<file path="config.mk">
export PLATFORM = sky130hd
export DESIGN_NAME = adcotp_top
export DESIGN_NICKNAME = d
export VERILOG_FILES = /design/src/adcotp_pkg.sv /design/src/adcotp_spi_slave.sv /design/src/adcotp_top.sv
export SDC_FILE = /design/constraint.sdc
export NUM_CORES = 1
export LEC_CHECK = 0
export ABC_AREA = 1
export BUFFER_PORTS_ARGS = -buffer_cell sky130_fd_sc_hd__buf_2
export CAP_MARGIN = 20
export CORE_ASPECT_RATIO = 0.8
export CORE_MARGIN = 3
export CORE_UTILIZATION = 65
export DETAILED_ROUTE_END_ITERATION = 10
export PLACE_DENSITY = 0.95
export SYNTH_ARGS = -nofsm -noshare
export SYNTH_HDL_FRONTEND = slang
export SYNTH_SLANG_ARGS = --single-unit
</file>
<file path="constraint.sdc">
create_clock -name core_clk -period 5.1 [get_ports core_clk]
set_input_delay 0.765 -clock core_clk [delete_from_list [all_inputs] [get_ports core_clk]]
set_output_delay 0.765 -clock core_clk [all_outputs]
set_load 0.01 [all_outputs]
</file>
<file path="src/adcotp_pkg.sv">
// Package for the converter output test-pattern block: map, layouts, codes
package adcotp_pkg;

  // Register offsets on the serial configuration port
  localparam logic [12:0] OFS_PATTERN_CONTROL = 13'h00_C0;
  localparam logic [12:0] OFS_FIRST_WORD_LOW   = 13'h00_C2;
  localparam logic [12:0] OFS_FIRST_WORD_HIGH  = 13'h00_C3;
  localparam logic [12:0] OFS_SECOND_WORD_LOW  = 13'h00_C4;
  localparam logic [12:0] OFS_SECOND_WORD_HIGH = 13'h00_C5;
  localparam logic [12:0] OFS_CLOCK_DIVIDE     = 13'h00_72;
  localparam logic [12:0] OFS_OUTPUT_MODE      = 13'h00_73;

  // Reset values
  localparam logic [7:0] RST_BYTE = 8'h00;

  // Field positions in the pattern control register
  localparam int STYLE_MSB = 7;
  localparam int STYLE_LSB = 6;
  localparam int CODE_MSB  = 3;
  localparam int CODE_LSB  = 0;

  // Field positions in the output mode register
  localparam int DRIVE_MSB  = 7;
  localparam int DRIVE_LSB  = 5;
  localparam int CODING_MSB = 2;
  localparam int CODING_LSB = 0;

  // Pattern style
  typedef enum logic [1:0] {
    STYLE_STATIC    = 2'b00,
    STYLE_ALTERNATE = 2'b01
  } adcotp_style_t;

  // Pattern select codes
  localparam logic [3:0] CODE_OFF       = 4'h0;
  localparam logic [3:0] CODE_MIDSCALE  = 4'h1;
  localparam logic [3:0] CODE_POS_FULL  = 4'h2;
  localparam logic [3:0] CODE_NEG_FULL  = 4'h3;
  localparam logic [3:0] CODE_CHECKER   = 4'h4;
  localparam logic [3:0] CODE_ONE_ZERO  = 4'h7;
  localparam logic [3:0] CODE_USER      = 4'h8;

  // Fixed pattern words, 16 bits left aligned on the bus
  localparam logic [15:0] WORD_MIDSCALE = 16'h8000;
  localparam logic [15:0] WORD_ONES     = 16'hFFFF;
  localparam logic [15:0] WORD_ZEROS    = 16'h0000;
  localparam logic [15:0] WORD_CHECK_A  = 16'hAAAA;
  localparam logic [15:0] WORD_CHECK_B  = 16'h5555;

  // Override fields: zero hands control to the absent select pins
  localparam logic [2:0] SEL_PIN_CONTROL = 3'b000;
  localparam logic [2:0] DIV_BY_1        = 3'b001;
  localparam logic [2:0] DRIVE_LVDS_3MA  = 3'b010;
  localparam logic [2:0] CODING_TWOS     = 3'b001;

  // Cycles a new pattern selection waits before it reaches the bus
  localparam int SETTLE_CYC = 4;

  // Serial port framing
  localparam int INSTR_BITS = 16;
  localparam int DATA_BITS  = 8;

  // Request from the serial port to the register file
  typedef struct packed {
    logic        write;
    logic [12:0] addr;
    logic [7:0]  wdata;
  } adcotp_req_t;

  // Applied pattern selection
  typedef struct packed {
    logic [1:0] style;
    logic [3:0] code;
  } adcotp_sel_t;

  // Words of one pattern
  typedef struct packed {
    logic        on;
    logic        two_words;
    logic [15:0] word1;
    logic [15:0] word2;
  } adcotp_words_t;

  // Serial port states
  typedef enum logic [1:0] {
    SPI_IDLE  = 2'b00,
    SPI_INSTR = 2'b01,
    SPI_DATA  = 2'b10,
    SPI_DONE  = 2'b11
  } adcotp_spi_state_t;

endpackage

</file>
<file path="src/adcotp_spi_slave.sv">
// Serial configuration port: one instruction word and one data byte per frame
`timescale 1ns/10ps
`default_nettype none

module adcotp_spi_slave (
  input  wire logic                  core_clk,
  input  wire logic                  sys_rst,
  input  wire logic                  spi_sclk,
  input  wire logic                  spi_csb_n,
  input  wire logic                  spi_sdi,
  output logic                       spi_sdo,
  output logic                       spi_sdo_oe,
  output logic [12:0]                rd_addr,
  input  wire logic [7:0]            rd_data,
  output adcotp_pkg::adcotp_req_t    req,
  output logic                       req_valid
);

  ////////////////////////////////////////////////////////////////////////////
  // Pin synchronisers; first stage feeds only the second
  logic [1:0] sclk_sync_q;
  logic       sclk_prev_q;
  logic [1:0] csb_sync_q;
  logic [1:0] sdi_sync_q;

  always_ff @(posedge core_clk)
  begin
    if (sys_rst)
    begin
      sclk_sync_q <= 2'b00;
      sclk_prev_q <= 1'b0;
      csb_sync_q  <= 2'b11;
      sdi_sync_q  <= 2'b00;
    end
    else
    begin
      sclk_sync_q <= {sclk_sync_q[0], spi_sclk};
      sclk_prev_q <= sclk_sync_q[1];
      csb_sync_q  <= {csb_sync_q[0], spi_csb_n};
      sdi_sync_q  <= {sdi_sync_q[0], spi_sdi};
    end
  end

  logic sclk_rise;
  logic sclk_fall;
  assign sclk_rise = sclk_sync_q[1] & ~sclk_prev_q;
  assign sclk_fall = ~sclk_sync_q[1] & sclk_prev_q;

  ////////////////////////////////////////////////////////////////////////////
  // Frame state
  adcotp_pkg::adcotp_spi_state_t state_q, state_d;
  logic [4:0]  cnt_q, cnt_d;
  logic [15:0] shift_q, shift_d;
  logic [15:0] instr_q, instr_d;
  logic [7:0]  rdsh_q, rdsh_d;
  logic        sdo_q, sdo_d;
  adcotp_pkg::adcotp_req_t req_q, req_d;
  logic        valid_q, valid_d;

  // Next state; sclk must run well below core_clk for edges to be seen
  always_comb
  begin
    state_d = state_q;
    cnt_d   = cnt_q;
    shift_d = shift_q;
    instr_d = instr_q;
    rdsh_d  = rdsh_q;
    sdo_d   = sdo_q;
    req_d   = req_q;
    valid_d = 1'b0;
    if (csb_sync_q[1])
    begin
      state_d = adcotp_pkg::SPI_IDLE;
      cnt_d   = 5'd0;
    end
    else
    begin
      case (state_q)
        adcotp_pkg::SPI_IDLE:
        begin
          state_d = adcotp_pkg::SPI_INSTR;
          cnt_d   = 5'd0;
        end
        adcotp_pkg::SPI_INSTR:
        begin
          if (sclk_rise)
          begin
            shift_d = {shift_q[14:0], sdi_sync_q[1]};
            cnt_d   = cnt_q + 5'd1;
            if (cnt_q == 5'(adcotp_pkg::INSTR_BITS - 1))
            begin
              instr_d = {shift_q[14:0], sdi_sync_q[1]};
              state_d = adcotp_pkg::SPI_DATA;
              cnt_d   = 5'd0;
            end
          end
        end
        adcotp_pkg::SPI_DATA:
        begin
          // Read data is fetched at the first falling edge, after decode
          if (sclk_fall)
          begin
            if (cnt_q == 5'd0)
            begin
              sdo_d  = rd_data[7];
              rdsh_d = {rd_data[6:0], 1'b0};
            end
            else
            begin
              sdo_d  = rdsh_q[7];
              rdsh_d = {rdsh_q[6:0], 1'b0};
            end
          end
          if (sclk_rise)
          begin
            shift_d = {shift_q[14:0], sdi_sync_q[1]};
            cnt_d   = cnt_q + 5'd1;
            if (cnt_q == 5'(adcotp_pkg::DATA_BITS - 1))
            begin
              req_d.write = ~instr_q[15];
              req_d.addr  = instr_q[12:0];
              req_d.wdata = {shift_q[6:0], sdi_sync_q[1]};
              valid_d     = ~instr_q[15];
              state_d     = adcotp_pkg::SPI_DONE;
            end
          end
        end
        default:
        begin
          state_d = adcotp_pkg::SPI_DONE;
        end
      endcase
    end
  end

  // Frame registers
  always_ff @(posedge core_clk)
  begin
    if (sys_rst)
    begin
      state_q <= adcotp_pkg::SPI_IDLE;
      cnt_q   <= 5'd0;
      shift_q <= 16'h0000;
      instr_q <= 16'h0000;
      rdsh_q  <= 8'h00;
      sdo_q   <= 1'b0;
      req_q   <= '0;
      valid_q <= 1'b0;
    end
    else
    begin
      state_q <= state_d;
      cnt_q   <= cnt_d;
      shift_q <= shift_d;
      instr_q <= instr_d;
      rdsh_q  <= rdsh_d;
      sdo_q   <= sdo_d;
      req_q   <= req_d;
      valid_q <= valid_d;
    end
  end

  assign rd_addr    = instr_q[12:0];
  assign req        = req_q;
  assign req_valid  = valid_q;
  assign spi_sdo    = sdo_q;
  assign spi_sdo_oe = instr_q[15] & (state_q == adcotp_pkg::SPI_DATA);  // Drive only in read data phase

endmodule

`default_nettype wire

</file>
<file path="src/adcotp_top.sv">
// Output test-pattern generator with its configuration registers
// Operation
// - Pattern replaces results: constant or two words
// - Alternate mode toggles word one and two
// - Enable is unsynchronised; pattern appears cycles later
// - Style bits 7:6: zero static, one alternate
// - Low four bits pick pattern; 0101/0110 reserved
// - Code 0000 off; 0001 midscale 0x8000
// - 0010 all ones; 0011 all zeros
// - 0100 checkerboard; 0111 ones then zeros
// - User first word: low 0xC2, high 0xC3
// - User second word: low 0xC4, high 0xC5
// - Defaults: divide by one, 3mA DDR, twos
`timescale 1ns/10ps
`default_nettype none

module adcotp_top #(
  parameter int DATA_W = 12
) (
  input  wire logic              core_clk,
  input  wire logic              sys_rst,
  input  wire logic              spi_sclk,
  input  wire logic              spi_csb_n,
  input  wire logic              spi_sdi,
  output logic                   spi_sdo,
  output logic                   spi_sdo_oe,
  input  wire logic [DATA_W-1:0] conv_data,
  output logic [DATA_W-1:0]      out_data,
  output logic                   test_active,
  output logic [2:0]             divider_select,
  output logic [2:0]             driver_select,
  output logic [2:0]             coding_select
);

  ////////////////////////////////////////////////////////////////////////////
  // Elaboration check: pattern words are 16 bits wide
  generate
    if (DATA_W < 1 || DATA_W > 16)
    begin : g_width_check
      $error("DATA_W must be between 1 and 16");
    end
  endgenerate

  ////////////////////////////////////////////////////////////////////////////
  // Serial port
  logic [12:0]             rd_addr;
  logic [7:0]              rd_data;
  adcotp_pkg::adcotp_req_t req;
  logic                    req_valid;

  adcotp_spi_slave adcotp_spi_slave_i (
    .core_clk   (core_clk),
    .sys_rst    (sys_rst),
    .spi_sclk   (spi_sclk),
    .spi_csb_n  (spi_csb_n),
    .spi_sdi    (spi_sdi),
    .spi_sdo    (spi_sdo),
    .spi_sdo_oe (spi_sdo_oe),
    .rd_addr    (rd_addr),
    .rd_data    (rd_data),
    .req        (req),
    .req_valid  (req_valid)
  );

  ////////////////////////////////////////////////////////////////////////////
  // Configuration registers
  logic [7:0] pattern_control_q, pattern_control_d;
  logic [7:0] first_word_low_q, first_word_low_d;
  logic [7:0] first_word_high_q, first_word_high_d;
  logic [7:0] second_word_low_q, second_word_low_d;
  logic [7:0] second_word_high_q, second_word_high_d;
  logic [7:0] clock_divide_q, clock_divide_d;
  logic [7:0] output_mode_q, output_mode_d;

  // Write decode
  always_comb
  begin
    pattern_control_d  = pattern_control_q;
    first_word_low_d   = first_word_low_q;
    first_word_high_d  = first_word_high_q;
    second_word_low_d  = second_word_low_q;
    second_word_high_d = second_word_high_q;
    clock_divide_d     = clock_divide_q;
    output_mode_d      = output_mode_q;
    if (req_valid && req.write)
    begin
      if (req.addr == adcotp_pkg::OFS_PATTERN_CONTROL)
        pattern_control_d = req.wdata;
      else if (req.addr == adcotp_pkg::OFS_FIRST_WORD_LOW)
        first_word_low_d = req.wdata;
      else if (req.addr == adcotp_pkg::OFS_FIRST_WORD_HIGH)
        first_word_high_d = req.wdata;
      else if (req.addr == adcotp_pkg::OFS_SECOND_WORD_LOW)
        second_word_low_d = req.wdata;
      else if (req.addr == adcotp_pkg::OFS_SECOND_WORD_HIGH)
        second_word_high_d = req.wdata;
      else if (req.addr == adcotp_pkg::OFS_CLOCK_DIVIDE)
        clock_divide_d = req.wdata;
      else if (req.addr == adcotp_pkg::OFS_OUTPUT_MODE)
        output_mode_d = req.wdata;
    end
  end

  // Register storage
  always_ff @(posedge core_clk)
  begin
    if (sys_rst)
    begin
      pattern_control_q  <= adcotp_pkg::RST_BYTE;
      first_word_low_q   <= adcotp_pkg::RST_BYTE;
      first_word_high_q  <= adcotp_pkg::RST_BYTE;
      second_word_low_q  <= adcotp_pkg::RST_BYTE;
      second_word_high_q <= adcotp_pkg::RST_BYTE;
      clock_divide_q     <= adcotp_pkg::RST_BYTE;
      output_mode_q      <= adcotp_pkg::RST_BYTE;
    end
    else
    begin
      pattern_control_q  <= pattern_control_d;
      first_word_low_q   <= first_word_low_d;
      first_word_high_q  <= first_word_high_d;
      second_word_low_q  <= second_word_low_d;
      second_word_high_q <= second_word_high_d;
      clock_divide_q     <= clock_divide_d;
      output_mode_q      <= output_mode_d;
    end
  end

  // Readback; unmapped addresses read as zero
  function automatic logic [7:0] read_mux(input logic [12:0] addr);
    logic [7:0] val;
    val = 8'h00;
    if (addr == adcotp_pkg::OFS_PATTERN_CONTROL)
      val = pattern_control_q;
    else if (addr == adcotp_pkg::OFS_FIRST_WORD_LOW)
      val = first_word_low_q;
    else if (addr == adcotp_pkg::OFS_FIRST_WORD_HIGH)
      val = first_word_high_q;
    else if (addr == adcotp_pkg::OFS_SECOND_WORD_LOW)
      val = second_word_low_q;
    else if (addr == adcotp_pkg::OFS_SECOND_WORD_HIGH)
      val = second_word_high_q;
    else if (addr == adcotp_pkg::OFS_CLOCK_DIVIDE)
      val = clock_divide_q;
    else if (addr == adcotp_pkg::OFS_OUTPUT_MODE)
      val = output_mode_q;
    return val;
  endfunction

  // Process form so a register write re-evaluates the mux, not only an address change
  always_comb
  begin
    rd_data = read_mux(rd_addr);
  end

  ////////////////////////////////////////////////////////////////////////////
  // Defaults stand in for the absent select pins unless overridden
  function automatic logic [2:0] pick(input logic [2:0] ovr, input logic [2:0] dflt);
    return (ovr == adcotp_pkg::SEL_PIN_CONTROL) ? dflt : ovr;
  endfunction

  assign divider_select = pick(clock_divide_q[2:0], adcotp_pkg::DIV_BY_1);
  assign driver_select  = pick(output_mode_q[adcotp_pkg::DRIVE_MSB:adcotp_pkg::DRIVE_LSB],
                               adcotp_pkg::DRIVE_LVDS_3MA);
  assign coding_select  = pick(output_mode_q[adcotp_pkg::CODING_MSB:adcotp_pkg::CODING_LSB],
                               adcotp_pkg::CODING_TWOS);

  ////////////////////////////////////////////////////////////////////////////
  // Pattern word table
  function automatic adcotp_pkg::adcotp_words_t pattern_words(input logic [3:0] code);
    adcotp_pkg::adcotp_words_t w;
    w = '0;
    case (code)
      adcotp_pkg::CODE_MIDSCALE:
        w = '{1'b1, 1'b0, adcotp_pkg::WORD_MIDSCALE, adcotp_pkg::WORD_MIDSCALE};
      adcotp_pkg::CODE_POS_FULL:
        w = '{1'b1, 1'b0, adcotp_pkg::WORD_ONES, adcotp_pkg::WORD_ONES};
      adcotp_pkg::CODE_NEG_FULL:
        w = '{1'b1, 1'b0, adcotp_pkg::WORD_ZEROS, adcotp_pkg::WORD_ZEROS};
      adcotp_pkg::CODE_CHECKER:
        w = '{1'b1, 1'b1, adcotp_pkg::WORD_CHECK_A, adcotp_pkg::WORD_CHECK_B};
      adcotp_pkg::CODE_ONE_ZERO:
        w = '{1'b1, 1'b1, adcotp_pkg::WORD_ONES, adcotp_pkg::WORD_ZEROS};
      adcotp_pkg::CODE_USER:
        w = '{1'b1, 1'b1, {first_word_high_q, first_word_low_q},
              {second_word_high_q, second_word_low_q}};
      default:
        w = '0;  // off and reserved codes pass results through
    endcase
    return w;
  endfunction

  ////////////////////////////////////////////////////////////////////////////
  // Selection settling, phase and output bus
  adcotp_pkg::adcotp_sel_t sel_req;
  adcotp_pkg::adcotp_sel_t sel_q, sel_d;
  logic [3:0]              settle_q, settle_d;
  logic                    phase_q, phase_d;
  logic [DATA_W-1:0]       out_q, out_d;
  logic                    active_q, active_d;
  adcotp_pkg::adcotp_words_t words;
  logic [15:0]             word_now;

  assign sel_req = '{pattern_control_q[adcotp_pkg::STYLE_MSB:adcotp_pkg::STYLE_LSB],
                     pattern_control_q[adcotp_pkg::CODE_MSB:adcotp_pkg::CODE_LSB]};

  // New selection applies only after a fixed wait, on and off alike
  always_comb
  begin
    words    = pattern_words(sel_q.code);  // Here so user word writes are seen at once
    sel_d    = sel_q;
    settle_d = 4'd0;
    if (sel_req != sel_q)
    begin
      settle_d = settle_q + 4'd1;
      if (settle_q == 4'(adcotp_pkg::SETTLE_CYC - 1))
      begin
        sel_d    = sel_req;
        settle_d = 4'd0;
      end
    end
    // Phase restarts at word one whenever alternation is not running
    phase_d = 1'b0;
    if (words.on && words.two_words && sel_q.style == adcotp_pkg::STYLE_ALTERNATE)
      phase_d = ~phase_q;
    word_now = phase_q ? words.word2 : words.word1;
    active_d = words.on;
    out_d    = words.on ? word_now[15 -: DATA_W] : conv_data;
  end

  // Pattern registers
  always_ff @(posedge core_clk)
  begin
    if (sys_rst)
    begin
      sel_q    <= '0;
      settle_q <= 4'd0;
      phase_q  <= 1'b0;
      out_q    <= '0;
      active_q <= 1'b0;
    end
    else
    begin
      sel_q    <= sel_d;
      settle_q <= settle_d;
      phase_q  <= phase_d;
      out_q    <= out_d;
      active_q <= active_d;
    end
  end

  assign out_data    = out_q;
  assign test_active = active_q;

endmodule

`default_nettype wire

</file>
# Word level (Yosys, flattened, before mapping)

Cells that the tools add are included.
Widths: inputs -> output; s select.

Add/subtract/negate cells: 2
Equality and inequality tests: 31
Mux-type cells: 24
Bitwise gates (word level): 19
Reduce and logical (&&, ||, !) cells: 28

Operators with widths:

| kind                | count |
|---|---|
| $pmux 34 s6         | 1 |
| $eq 13x8->1 const B | 10 |
| $mux 8              | 8 |
| $eq 13x7->1 const B | 4 |
| $mux 16             | 1 |
| $not 1->1           | 16 |
| $reduce_and 4->1    | 4 |
| $mux 5              | 3 |
| $pmux 5 s3          | 1 |
| $eq 4x2->1 const B  | 3 |
| $mux 12             | 1 |
| $reduce_and 3->1    | 4 |
| $logic_not 3->1     | 3 |
| $mux 3              | 3 |
| $eq 4x3->1 const B  | 2 |
| $mux 2              | 4 |
| $ne 2x1->1 const B  | 4 |
| $reduce_and 8->1    | 1 |
| $reduce_and 7->1    | 1 |
| $ne 6x6->1          | 1 |
| $pmux 2 s3          | 1 |
| $reduce_and 6->1    | 1 |
| $reduce_or 2->1     | 3 |
| $add 5x1->5 const B | 1 |
| 17 further kinds    | 23 |

Bits in registers: 157
Bits of input ports: 17
Output and inout port bits: 24

# Longest topological paths before layout

Gate-level depths: netlist of the first run.

Word-level depth: 9
Mapped depth: 14
Gate-level depth less buffers: 12

# Hierarchy

From an unflattened synthesis of the first run, not the netlist that was laid out.

Cells, all modules: 1059
Area total of the unflattened synthesis: 7379.6 um2

Modules (own cells, without submodules):

| module           | times used | cells an instance | area an instance (um2) | seq. area each (um2) |
|---|---|---|---|---|
| adcotp_top       | 1          | 624               | 4186.5                 | 1601.5 |
| adcotp_spi_slave | 1          | 435               | 3193.1                 | 1481.4 |

# Worst setup path before layout of the first run

OpenSTA, ideal clock, no wires.

Path type: reg-to-reg
Start point: register adcotp_spi_slave_i.cnt_q[1]
End point: register adcotp_spi_slave_i.instr_q[0]
Setup time: 0.129 ns
Arrival: 1.762 ns
Setup slack: 3.209 ns
Cell stages (with the launch flop): 11
Buffers on the path: 1
Cells stage by stage: dfxtp_1 -> ha_1 -> nand2_1 -> nor2_1 -> ha_1 -> inv_1 -> nor4_4 -> inv_1 -> clkbuf_1 -> o21ai_0 -> a21oi_1

Word-level cells in the longest chain between the ends: 2

Ends and longest elaborated chain:

| element                    | RTL line                | source |
|---|---|---|
| from (decl)                | adcotp_spi_slave.sv:52  | `logic [4:0] cnt_q, cnt_d;` |
| from (signal assigned)     | adcotp_spi_slave.sv:153 | `cnt_q <= cnt_d;` |
| $eq 5x4->1                 | adcotp_spi_slave.sv:90  | `if (cnt_q == 5'(adcotp_pkg::INSTR_BITS - 1))` |
| $reduce_and 4->1 (no line) | -                       |  |
| to (signal assigned)       | adcotp_spi_slave.sv:155 | `instr_q <= instr_d;` |
| to (decl)                  | adcotp_spi_slave.sv:54  | `logic [15:0] instr_q, instr_d;` |

No other way between the ends.
A chain may end at the register's enable or synchronous reset.

# Final worst setup path of the first run

Start point: register adcotp_spi_slave_i.state_q[0]
End point: register adcotp_spi_slave_i.req_q, in the netlist adcotp_spi_slave_i.req[2]

Word-level cells in the longest chain between the ends: 2

Ends and longest elaborated chain:

| element                    | RTL line                | source |
|---|---|---|
| from (decl)                | adcotp_spi_slave.sv:51  | `adcotp_pkg::adcotp_spi_state_t state_q, state_d;` |
| from (signal assigned)     | adcotp_spi_slave.sv:141 | `state_q <= adcotp_pkg::SPI_IDLE;` |
| from (signal assigned)     | adcotp_spi_slave.sv:152 | `state_q <= state_d;` |
| $eq 2x2->1                 | adcotp_spi_slave.sv:78  | `case (state_q)` |
| $reduce_and 4->1 (no line) | -                       |  |
| to (signal assigned)       | adcotp_spi_slave.sv:158 | `req_q <= req_d;` |
| to (decl)                  | adcotp_spi_slave.sv:57  | `adcotp_pkg::adcotp_req_t req_q, req_d;` |

No other way between the ends.

==> results of run 1 <==
[where the power goes]
group          internal [mW]  total (mW)  leakage, nW  switching [mW]
registers               1.21        1.21         1.24         0.00302
logic                 0.0184      0.0532         1.74          0.0348
clock network          0.742        1.31        0.292           0.572
total                   1.97        2.58         3.27           0.610
[kinds of logic after synthesis]
group	share of synthesized area
AOI/OAI and AO/OA	0.2001
buffers and inverters	0.1034
DFF	0.4333
and+or+nand+nor	0.2406
adders and majority gates	0.01759
xor gates and xnor gates	0.004925
[cell type report]
cell class / instances / area [sq um]
inverter: 137 / 514.2
fill: 725 / 2554
multi-input combinational: 628 / 3296
clock inverter: 15 / 178.9
clock buffer: 17 / 425.4
sequential: 154 / 3083
tap: 140 / 175.2
timing repair buffer: 41 / 220.2
[cells in the mapped netlist (8+ instances only)]
| cell | instances | area (sq um) |
|---|---|---|
| nor2_2 | 8 | 50.05 |
| a21oi_1 | 83 | 415.4 |
| nor3_1 | 10 | 50.05 |
| nand3_1 | 31 | 155.2 |
| inv_1 | 124 | 465.5 |
| ha_1 | 10 | 125.1 |
| nor2_1 | 144 | 540.5 |
| nand4_1 | 12 | 75.07 |
| clkbuf_1 | 30 | 112.6 |
| a211oi_1 | 24 | 180.2 |
| inv_2 | 13 | 48.80 |
| o21ai_0 | 110 | 550.5 |
| nand2_1 | 123 | 461.7 |
| dfxtp_1 | 154 | 3083 |
| buf_2 | 9 | 45.04 |
[worst max-delay path, stage by stage (launching register included)]
cell,delay [ns]
dfxtp_1,0.34
inv_1,0.12
ha_1,0.25
inv_1,0.12
nor3_2,0.79
inv_1,0.66
o21ai_0,0.42
a21oi_1,0.06
[routing by layer]
layer  track usage  vias to the layer above  share of wire
met5             0                        -              0
met4        0.1213                        0          0.027
met3       0.09096                       60           0.11
met2        0.4805                      356           0.46
met1        0.4214                     3048           0.41
li1              -                     3188              -
[sequential cells by signal (all words and copies together) (netlist names), 5 cells and up]
| name | cells |
|---|---|
| second_word_low_q | 8 |
| pattern_control_q | 8 |
| adcotp_spi_slave_i.shift_q | 15 |
| out_data | 12 |
| second_word_high_q | 8 |
| sel_q | 6 |
| first_word_high_q | 8 |
| clock_divide_q | 8 |
| first_word_low_q | 8 |
| adcotp_spi_slave_i.cnt_q | 5 |
| output_mode_q | 8 |
| adcotp_spi_slave_i.req | 22 |
| adcotp_spi_slave_i.instr_q | 14 |
| adcotp_spi_slave_i.rdsh_q | 7 |
[worst max path at each step]
stage,start,to,slack (ns),cells after the start
detailed placement,adcotp_spi_slave_i.state_q[0],adcotp_spi_slave_i.req[13],2.40,7
global placement,sys_rst,adcotp_spi_slave_i.req[21],2.29,3
global route,adcotp_spi_slave_i.state_q[0],adcotp_spi_slave_i.req[2],1.96,7
floorplan,adcotp_spi_slave_i.cnt_q[1],adcotp_spi_slave_i.instr_q[0],3.21,10
CTS,adcotp_spi_slave_i.state_q[0],adcotp_spi_slave_i.req[2],2.30,7
finish,adcotp_spi_slave_i.state_q[0],adcotp_spi_slave_i.req[2],2.19,7
==> key figures, run 1 <==
Yosys
  – Mapped Avg Cell Area: 7.372 sq um
  – Yosys Warn Count: 0
  – Ys flop type: dfxtp_1
  – EDFF count, synth: 0
  – Sequential fraction of the synthesis area: 0.4333
  – Asr flop ratio synth: 0
  – Unique masters post-synth: 46
  – Post-Syn Nets: 992
  – #FFs+latches synth: 154
  – Post-Syn Instances: 965
  – Syn Std Cell Area: 7114 sq um

Floorplan
  – Chip width: 123.0 microns
  – Site row count: 33
  – Top-level port count: 41
  – Die Y: 99.58 microns
  – Initial core utilization: 0.6810
  – Core ar.: 10450 sq um
  – Die area: 12240 sq um

Placement
  – Final Wtd Congestion: 0.9023
  – PortBufs: 40
  – Pre-CTS setup slack: 2.397 ns
  – Hpwl dp: 12.08 mm
  – Cell total after placement: 1100
  – Post-DP Area: 7288 sq um

Min path
  – Worst Hold Launch: adcotp_spi_slave_i.sdi_sync_q[0]
  – Hold Path Depth: 2
  – Hold Path End: adcotp_spi_slave_i.sdi_sync_q[1]
  – Hold crit path type: reg -> reg

Clock tree
  – CTS resizes: 0
  – CTS clk-pin slew, worst paths: 0.07 ns
  – Cts hold-fix bufs: 0
  – Clock Latency Late Sink: 0.44 ns
  – CTS tree: done
  – TritonCTS Buffers: 17
  – Max clock buf depth: 2
  – CTS HTree Levels: 4
  – Clk sinks: 154
  – Post-CTS setup buffers: 0
  – Root buffer cell: clkbuf_16

Timing
  – Final Skew: 0.01157 ns
  – RSZ-0062 raised after global routing: no
  – Final Setup Violations: 0
  – Final TNS setup: 0 ns
  – Tmin final: 2.906 ns
  – WHS: 0.4085 ns
  – Final WS setup: 2.194 ns
  – Fin crit share: 0.5697
  – Measured slew at the worst slew-check pin: 1.024 ns
  – Max Slew Vio Count: 0
  – Final hold vios: 0
  – Rel. slew slack: 0.3176
  – FMAX: 344.2 MHz

Layout
  – Share of cells above drive strength 1: 0.1351
  – Final net count: 1006
  – Most common cell after layout, fill and taps aside: dfxtp_1
  – Final instance area: 7893 sq um
  – Antenna Cells: 0
  – Most frequent cells in the layout: dfxtp_1, nor2_1, nand2_1, inv_1, o21ai_0
  – Finished Layout Cells: 1132
  – Final Util: 0.7555
  – Layout area overhead: 10.94%

Power
  – Worst vdd ir: 0.0002631 V
  – Power density cells: 327.0 nW/um^2
  – Leak Pwr: 3.273 nW
  – Total power: 2.581 mW

GRT
  – Largest net degree at the start of global routing: 68
  – Initial antenna violation count: 0
  – All-layer global routing usage: 0.3143
  – First-pass GRT wire length: 30.14 mm
  – Vias in the first global route: 6176
  – Gr ovfl total: 0

Setup path
  – Arr. time, crit path: 3.20 ns
  – Critical Path Start Type: flop
  – Critical path capture point type: flop
  – WS Path Type: reg -> reg
  – Reg-to-Reg End: adcotp_spi_slave_i.req[2]
  – R2R cell count: 7
  – Reg2reg start: adcotp_spi_slave_i.state_q[0]
  – Reg-to-reg slack, setup: 2.19 ns
  – Critical Path RT: 5.39 ns
  – Worst Path Max Fanout: 30

Route
  – DR WL/cell: 16.41 microns
  – Initial DRC count: 763
  – Post-route ant nets: 0
  – DRC viols: 0
  – DR vias: 6652
  – Drt first pass iters: 6
  – Vias per inst: 5.876
  – WL final: 18.57 mm

Status
  – Status: finished clean

Run
  – MaxCap Viol Count: 0
(Power assumes the default switching activity.)
==> run 2, diff against run 1 <==
Settings changed: CORE_UTILIZATION 65 to 61, PLACE_DENSITY 0.95 to 0.92.
Clock period 5.1 ns to 2.9 ns, I/O delays scaled along.
==> run 2 against run 1 <==
Compared with the run above:
- worst hold slack worse by 0.23 ns
- combinational power up 75%
- via count down 1.4%
- first-iteration DRC count up 3.7%
==> key figures, run 2 (synthesis gave the netlist of run 1 again) <==
Status
  – Status: finished clean

Setup path
  – R2R cell count: 9
  – Critical path capture point type: flop
  – Reg2reg start: adcotp_spi_slave_i.cnt_q[1]
  – WS Path Type: reg -> reg
  – CP Launch Point: adcotp_spi_slave_i.cnt_q[1]
  – Critical Path Start Type: flop
  – Worst-path cell chain: ha_1 > nand2_1 > nor2_1 > ha_1 > inv_1 > nor4_4 > inv_1 > o21ai_0 > a21oi_1
  – Worst Path Max Fanout: 20
  – Critical Path RT: 3.20 ns
  – Arr. time, crit path: 2.75 ns
  – Critical Path Max Stage Delay: 0.45 ns
  – Slowest CP cell: nor4_4

Layout
  – Final net count: 1010
  – Final Util: 0.7096
  – Most frequent cells in the layout: dfxtp_1, nor2_1, nand2_1, inv_1, o21ai_0
  – Max reg flops: 22
  – Antenna Cells: 0
  – Fill cell count: 861
  – Layout area overhead: 11.17%
  – Most common cell after layout, fill and taps aside: dfxtp_1
  – Finished Layout Cells: 1140
  – Share of cells above drive strength 1: 0.1386
  – Final instance area: 7909 sq um
  – Multi-input combinational cell area: 3296 sq um
  – Storage element area: 3083 sq um

Timing
  – Measured slew at the worst slew-check pin: 0.8140 ns
  – Final Skew: 0.007656 ns
  – Max Slew Vio Count: 0
  – WHS: 0.1785 ns
  – Tmin final: 2.450 ns
  – Final Setup Violations: 0
  – FMAX: 408.2 MHz
  – Final hold vios: 0
  – Rel. slew slack: 0.4568
  – Fin crit share: 0.8448
  – Final TNS setup: 0 ns
  – RSZ-0062 raised after global routing: no

Run
  – MaxCap Viol Count: 0

Clock tree
  – Max clock buf depth: 2
  – Root buffer cell: clkbuf_16
  – CTS tree: done
  – CTS resizes: 0
  – CTS clk-pin slew, worst paths: 0.06 ns
  – Clk sinks: 154
  – Clock Latency Late Sink: 0.44 ns
  – TritonCTS Buffers: 17
  – Post-CTS setup buffers: 0
  – CTS HTree Levels: 4
  – Cts hold-fix bufs: 0

GRT
  – All-layer global routing usage: 0.2839
  – Vias in the first global route: 5841
  – First-pass GRT wire length: 29.18 mm
  – Largest net degree at the start of global routing: 51
  – Initial antenna violation count: 0
  – Gr ovfl total: 0

Placement
  – Hpwl dp: 12.36 mm
  – Final Wtd Congestion: 0.9464
  – Cell total after placement: 1108
  – Post-DP Area: 7311 sq um
  – PortBufs: 40

Floorplan
  – Chip width: 126.7 microns
  – Die Y: 102.6 microns
  – Top-level port count: 41
  – Initial core utilization: 0.6383
  – Die area: 13000 sq um
  – Core ar.: 11150 sq um
  – Site row count: 34

Route
  – Drt first pass iters: 8
  – DRC viols: 0
  – Post-route ant nets: 0
  – DR WL/cell: 15.98 microns
  – WL final: 18.21 mm
  – DR vias: 6561
  – Vias per inst: 5.755
  – Initial DRC count: 791

Power
  – Flop pwr share: 0.474
  – Worst vdd ir: 0.0004205 V
  – Power density cells: 569.5 nW/um^2
  – Sw power: 1.033 mW
  – Leak Pwr: 3.285 nW
  – Sw Ratio: 0.2295
  – Clock power share: 0.505
  – Internal Power: 3.470 mW
  – Combinational power share: 0.021

Min path
  – Hold Path Depth: 2
  – Hold crit path type: in -> reg
  – Worst Hold Launch: spi_csb_n
-- run 2: cell types whose count changed in the layout (fill, tap and decap cells not counted), sizes merged --
cell / previous run / this run
clkinv: 1 / 3
inv: 147 / 143
buf: 41 / 45
clkinvlp: 2 / 3
clkbuf: 17 / 18
-- run 2: path summary, 6_finish.rpt --
check / slack (ns) / endpoint
worst max-delay path: 0.45 / adcotp_spi_slave_i.instr_q[0]
worst max register to register: 0.45 / adcotp_spi_slave_i.instr_q[0]
worst min register to register: 0.40 / adcotp_spi_slave_i.sdi_sync_q[1]
worst min-delay path: 0.18 / adcotp_spi_slave_i.csb_sync_q[0]
-- run 2: final cells by class --
type,count,share of cell area
multi-input cells,628,0.4167
flip-flops and latches,154,0.3898
inverters,137,0.06502
clock buffers,18,0.05553
repair buffers,45,0.03006
well taps,144,0.02278
clock inverters,14,0.02009
-- run 2: power groups by stage --
stage / Sequential, mW / Combinational, mW / Clock (mW)
after floorplan: 2.19 / 0.0539 / 0
after global placement: 2.18 / 0.0881 / 0
after detailed placement: 2.18 / 0.0909 / 0
after CTS: 2.13 / 0.0918 / 2.27
after global routing: 2.13 / 0.103 / 2.37
final: 2.13 / 0.0930 / 2.28
-- run 2: worst max-delay path, delay by kind of cell, from the launching register on --
| family | cells | cell delay (ns) |
|---|---|---|
| compound gates | 2 | 0.38 |
| simple gates | 3 | 0.68 |
| flops | 1 | 0.37 |
| fa+ha+maj | 2 | 0.41 |
| buf+inv | 2 | 0.47 |
-- run 2: through the flow --
| stage | power, mW | setup slack [ns] |
|---|---|---|
| global placement | 2.270 | 0.7152 |
| floorplan | 2.240 | 1.009 |
| CTS | 4.496 | 0.4832 |
| detailed placement | 2.273 | 0.5237 |
| global route | 4.607 | 0.1249 |
| finish | 4.504 | 0.4500 |
-- run 2: layer usage --
layer	wire [microns]	track usage	part of all wire	up-vias
met5	0	0	0	-
met4	437	0.1031	0.024	0
met3	1828	0.07509	0.10	51
met2	7959	0.4256	0.44	346
met1	7987	0.3982	0.44	2975
li1	-	-	-	3189
==> run 3, diff against run 2 <==
Clock period 2.9 ns to 2.5 ns, I/O delays scaled along.
==> run 3 against run 2 <==
Compared with the run above:
- wire length increased by 0.15%
- via count increased by 1.4%
- clock skew increased by 0.0023 ns
- critical path depth unchanged
- setup slack got worse by 0.15 ns
- sequential power increased by 16%
- clock-buffer cell count increased by 3
- fmax increased by 11%
- critical endpoint is now adcotp_spi_slave_i.instr_q[7]
- largest cell class unchanged
==> key figures, run 3 (synthesis gave the netlist of run 1 again) <==
Floorplan
  – Site row count: 34
  – Top-level port count: 41
  – Initial core utilization: 0.6383
  – Die area: 13000 sq um
  – Die Y: 102.6 microns
  – Core ar.: 11150 sq um
  – Chip width: 126.7 microns

Power
  – Leak Pwr: 3.303 nW
  – Power density cells: 665.5 nW/um^2
  – Worst vdd ir: 0.0006700 V

Status
  – Status: finished clean

Clock tree
  – CTS HTree Levels: 4
  – CTS tree: done
  – CTS resizes: 0
  – Clock Latency Late Sink: 0.42 ns
  – CTS clk-pin slew, worst paths: 0.06 ns
  – Max clock buf depth: 2
  – Clk sinks: 154
  – Root buffer cell: clkbuf_16
  – Post-CTS setup buffers: 0
  – Cts hold-fix bufs: 0
  – TritonCTS Buffers: 17

Layout
  – Storage element area: 3083 sq um
  – Share of cells above drive strength 1: 0.1374
  – Finished Layout Cells: 1141
  – Most common cell after layout, fill and taps aside: dfxtp_1
  – Most frequent cells in the layout: dfxtp_1, nor2_1, nand2_1, inv_1, o21ai_0
  – Layout area overhead: 11.77%
  – Multi-input combinational cell area: 3296 sq um
  – Final net count: 1011
  – Antenna Cells: 0
  – Fill cell count: 834
  – Max reg flops: 22

Min path
  – Hold Path Depth: 2
  – Hold crit path type: in -> reg

GRT
  – M3 GR Usage: 0.07820
  – All-layer global routing usage: 0.2799
  – M1 GR Usage: 0.3883
  – Vias in the first global route: 5925
  – Initial antenna violation count: 0
  – First-pass GRT wire length: 29.01 mm
  – GR peak layer: met2
  – Met2 usage: 0.4183
  – Gr ovfl total: 0
  – Largest net degree at the start of global routing: 57

Setup path
  – R2R cell count: 9
  – Critical Path Start Type: flop
  – WS Path Type: reg -> reg
  – Worst Path Max Fanout: 20
  – Critical Path RT: 2.78 ns
  – Arr. time, crit path: 2.49 ns
  – Critical path capture point type: flop

Timing
  – Measured slew at the worst slew-check pin: 0.8103 ns
  – RSZ-0062 raised after global routing: no
  – Final TNS setup: 0 ns
  – Tmin final: 2.202 ns
  – Final Skew: 0.01000 ns
  – Rel. slew slack: 0.4592
  – Fin crit share: 0.8810
  – Final hold vios: 0
  – Max Slew Vio Count: 0
  – Final Setup Violations: 0
  – FMAX: 454.0 MHz

Placement
  – Final Wtd Congestion: 0.9164
  – Hpwl dp: 12.35 mm
  – Cell total after placement: 1109
  – PortBufs: 40

Route
  – DR WL/cell: 15.99 microns
  – Drt first pass iters: 6
  – Initial DRC count: 853
  – Post-route ant nets: 0
  – DRC viols: 0
  – DR vias: 6655
  – WL final: 18.24 mm
  – Vias per inst: 5.833

Run
  – MaxCap Viol Count: 0
==> run 3: cell count changes in the layout (fill, tap and decap cells not counted), sizes merged <==
cell,delta
clkbuf,+3
buf,+1
bufinv,+1
clkinvlp,-1
inv,-3
==> run 3: per-layer routing <==
metal / vias up / part of all wire
met5: - / 0
met3: 39 / 0.10
met4: 0 / 0.020
met1: 3079 / 0.44
li1: 3198 / -
met2: 339 / 0.44
==> run 3: final timing paths <==
kind,from,to,slack (ns)
max reg2reg,adcotp_spi_slave_i.cnt_q[1],adcotp_spi_slave_i.instr_q[7],0.30
min,spi_csb_n,adcotp_spi_slave_i.csb_sync_q[0],0.14
max,adcotp_spi_slave_i.cnt_q[1],adcotp_spi_slave_i.instr_q[7],0.30
min reg2reg,adcotp_spi_slave_i.sclk_sync_q[0],adcotp_spi_slave_i.sclk_sync_q[1],0.41
==> run 3: metrics by stage <==
stage	worst slack (ns)	util	power [mW]	hold WS [ns]	instance area [sq um]
after floorplan	0.6093	-	2.599	0.3883	7114
after global placement	0.5489	0.6577	2.635	0.3887	7331
after detailed placement	0.4015	0.6577	2.639	0.3983	7331
after CTS	0.3373	0.7134	5.292	0.1431	7951
after global routing	0.09105	0.7134	5.413	0.1362	7951
final	0.2975	0.7134	5.292	0.1409	7951
==> run 3: power breakdown <==
group / switching, mW / internal [mW]
registers: 0.00621 / 2.47
logic: 0.0708 / 0.0386
clock network: 1.06 / 1.64
total: 1.14 / 4.15
==> run 3: cell type report <==
cell class / instances / area share
clock buffer: 21 / 0.05791
clock inverter: 11 / 0.02014
inverter: 137 / 0.06467
multi-input combinational: 628 / 0.4145
sequential: 154 / 0.3877
tap: 144 / 0.02266
timing repair buffer: 46 / 0.03242
==> run 3: worst max-delay path, stage by stage (launching register included) <==
cell and delay, ns:
dfxtp_1 0.37, ha_1 0.20, nand2_1 0.08, nor2_1 0.16, ha_1 0.20, inv_1 0.08
nor4_4 0.29, inv_1 0.33, o21ai_0 0.27, a21oi_1 0.07
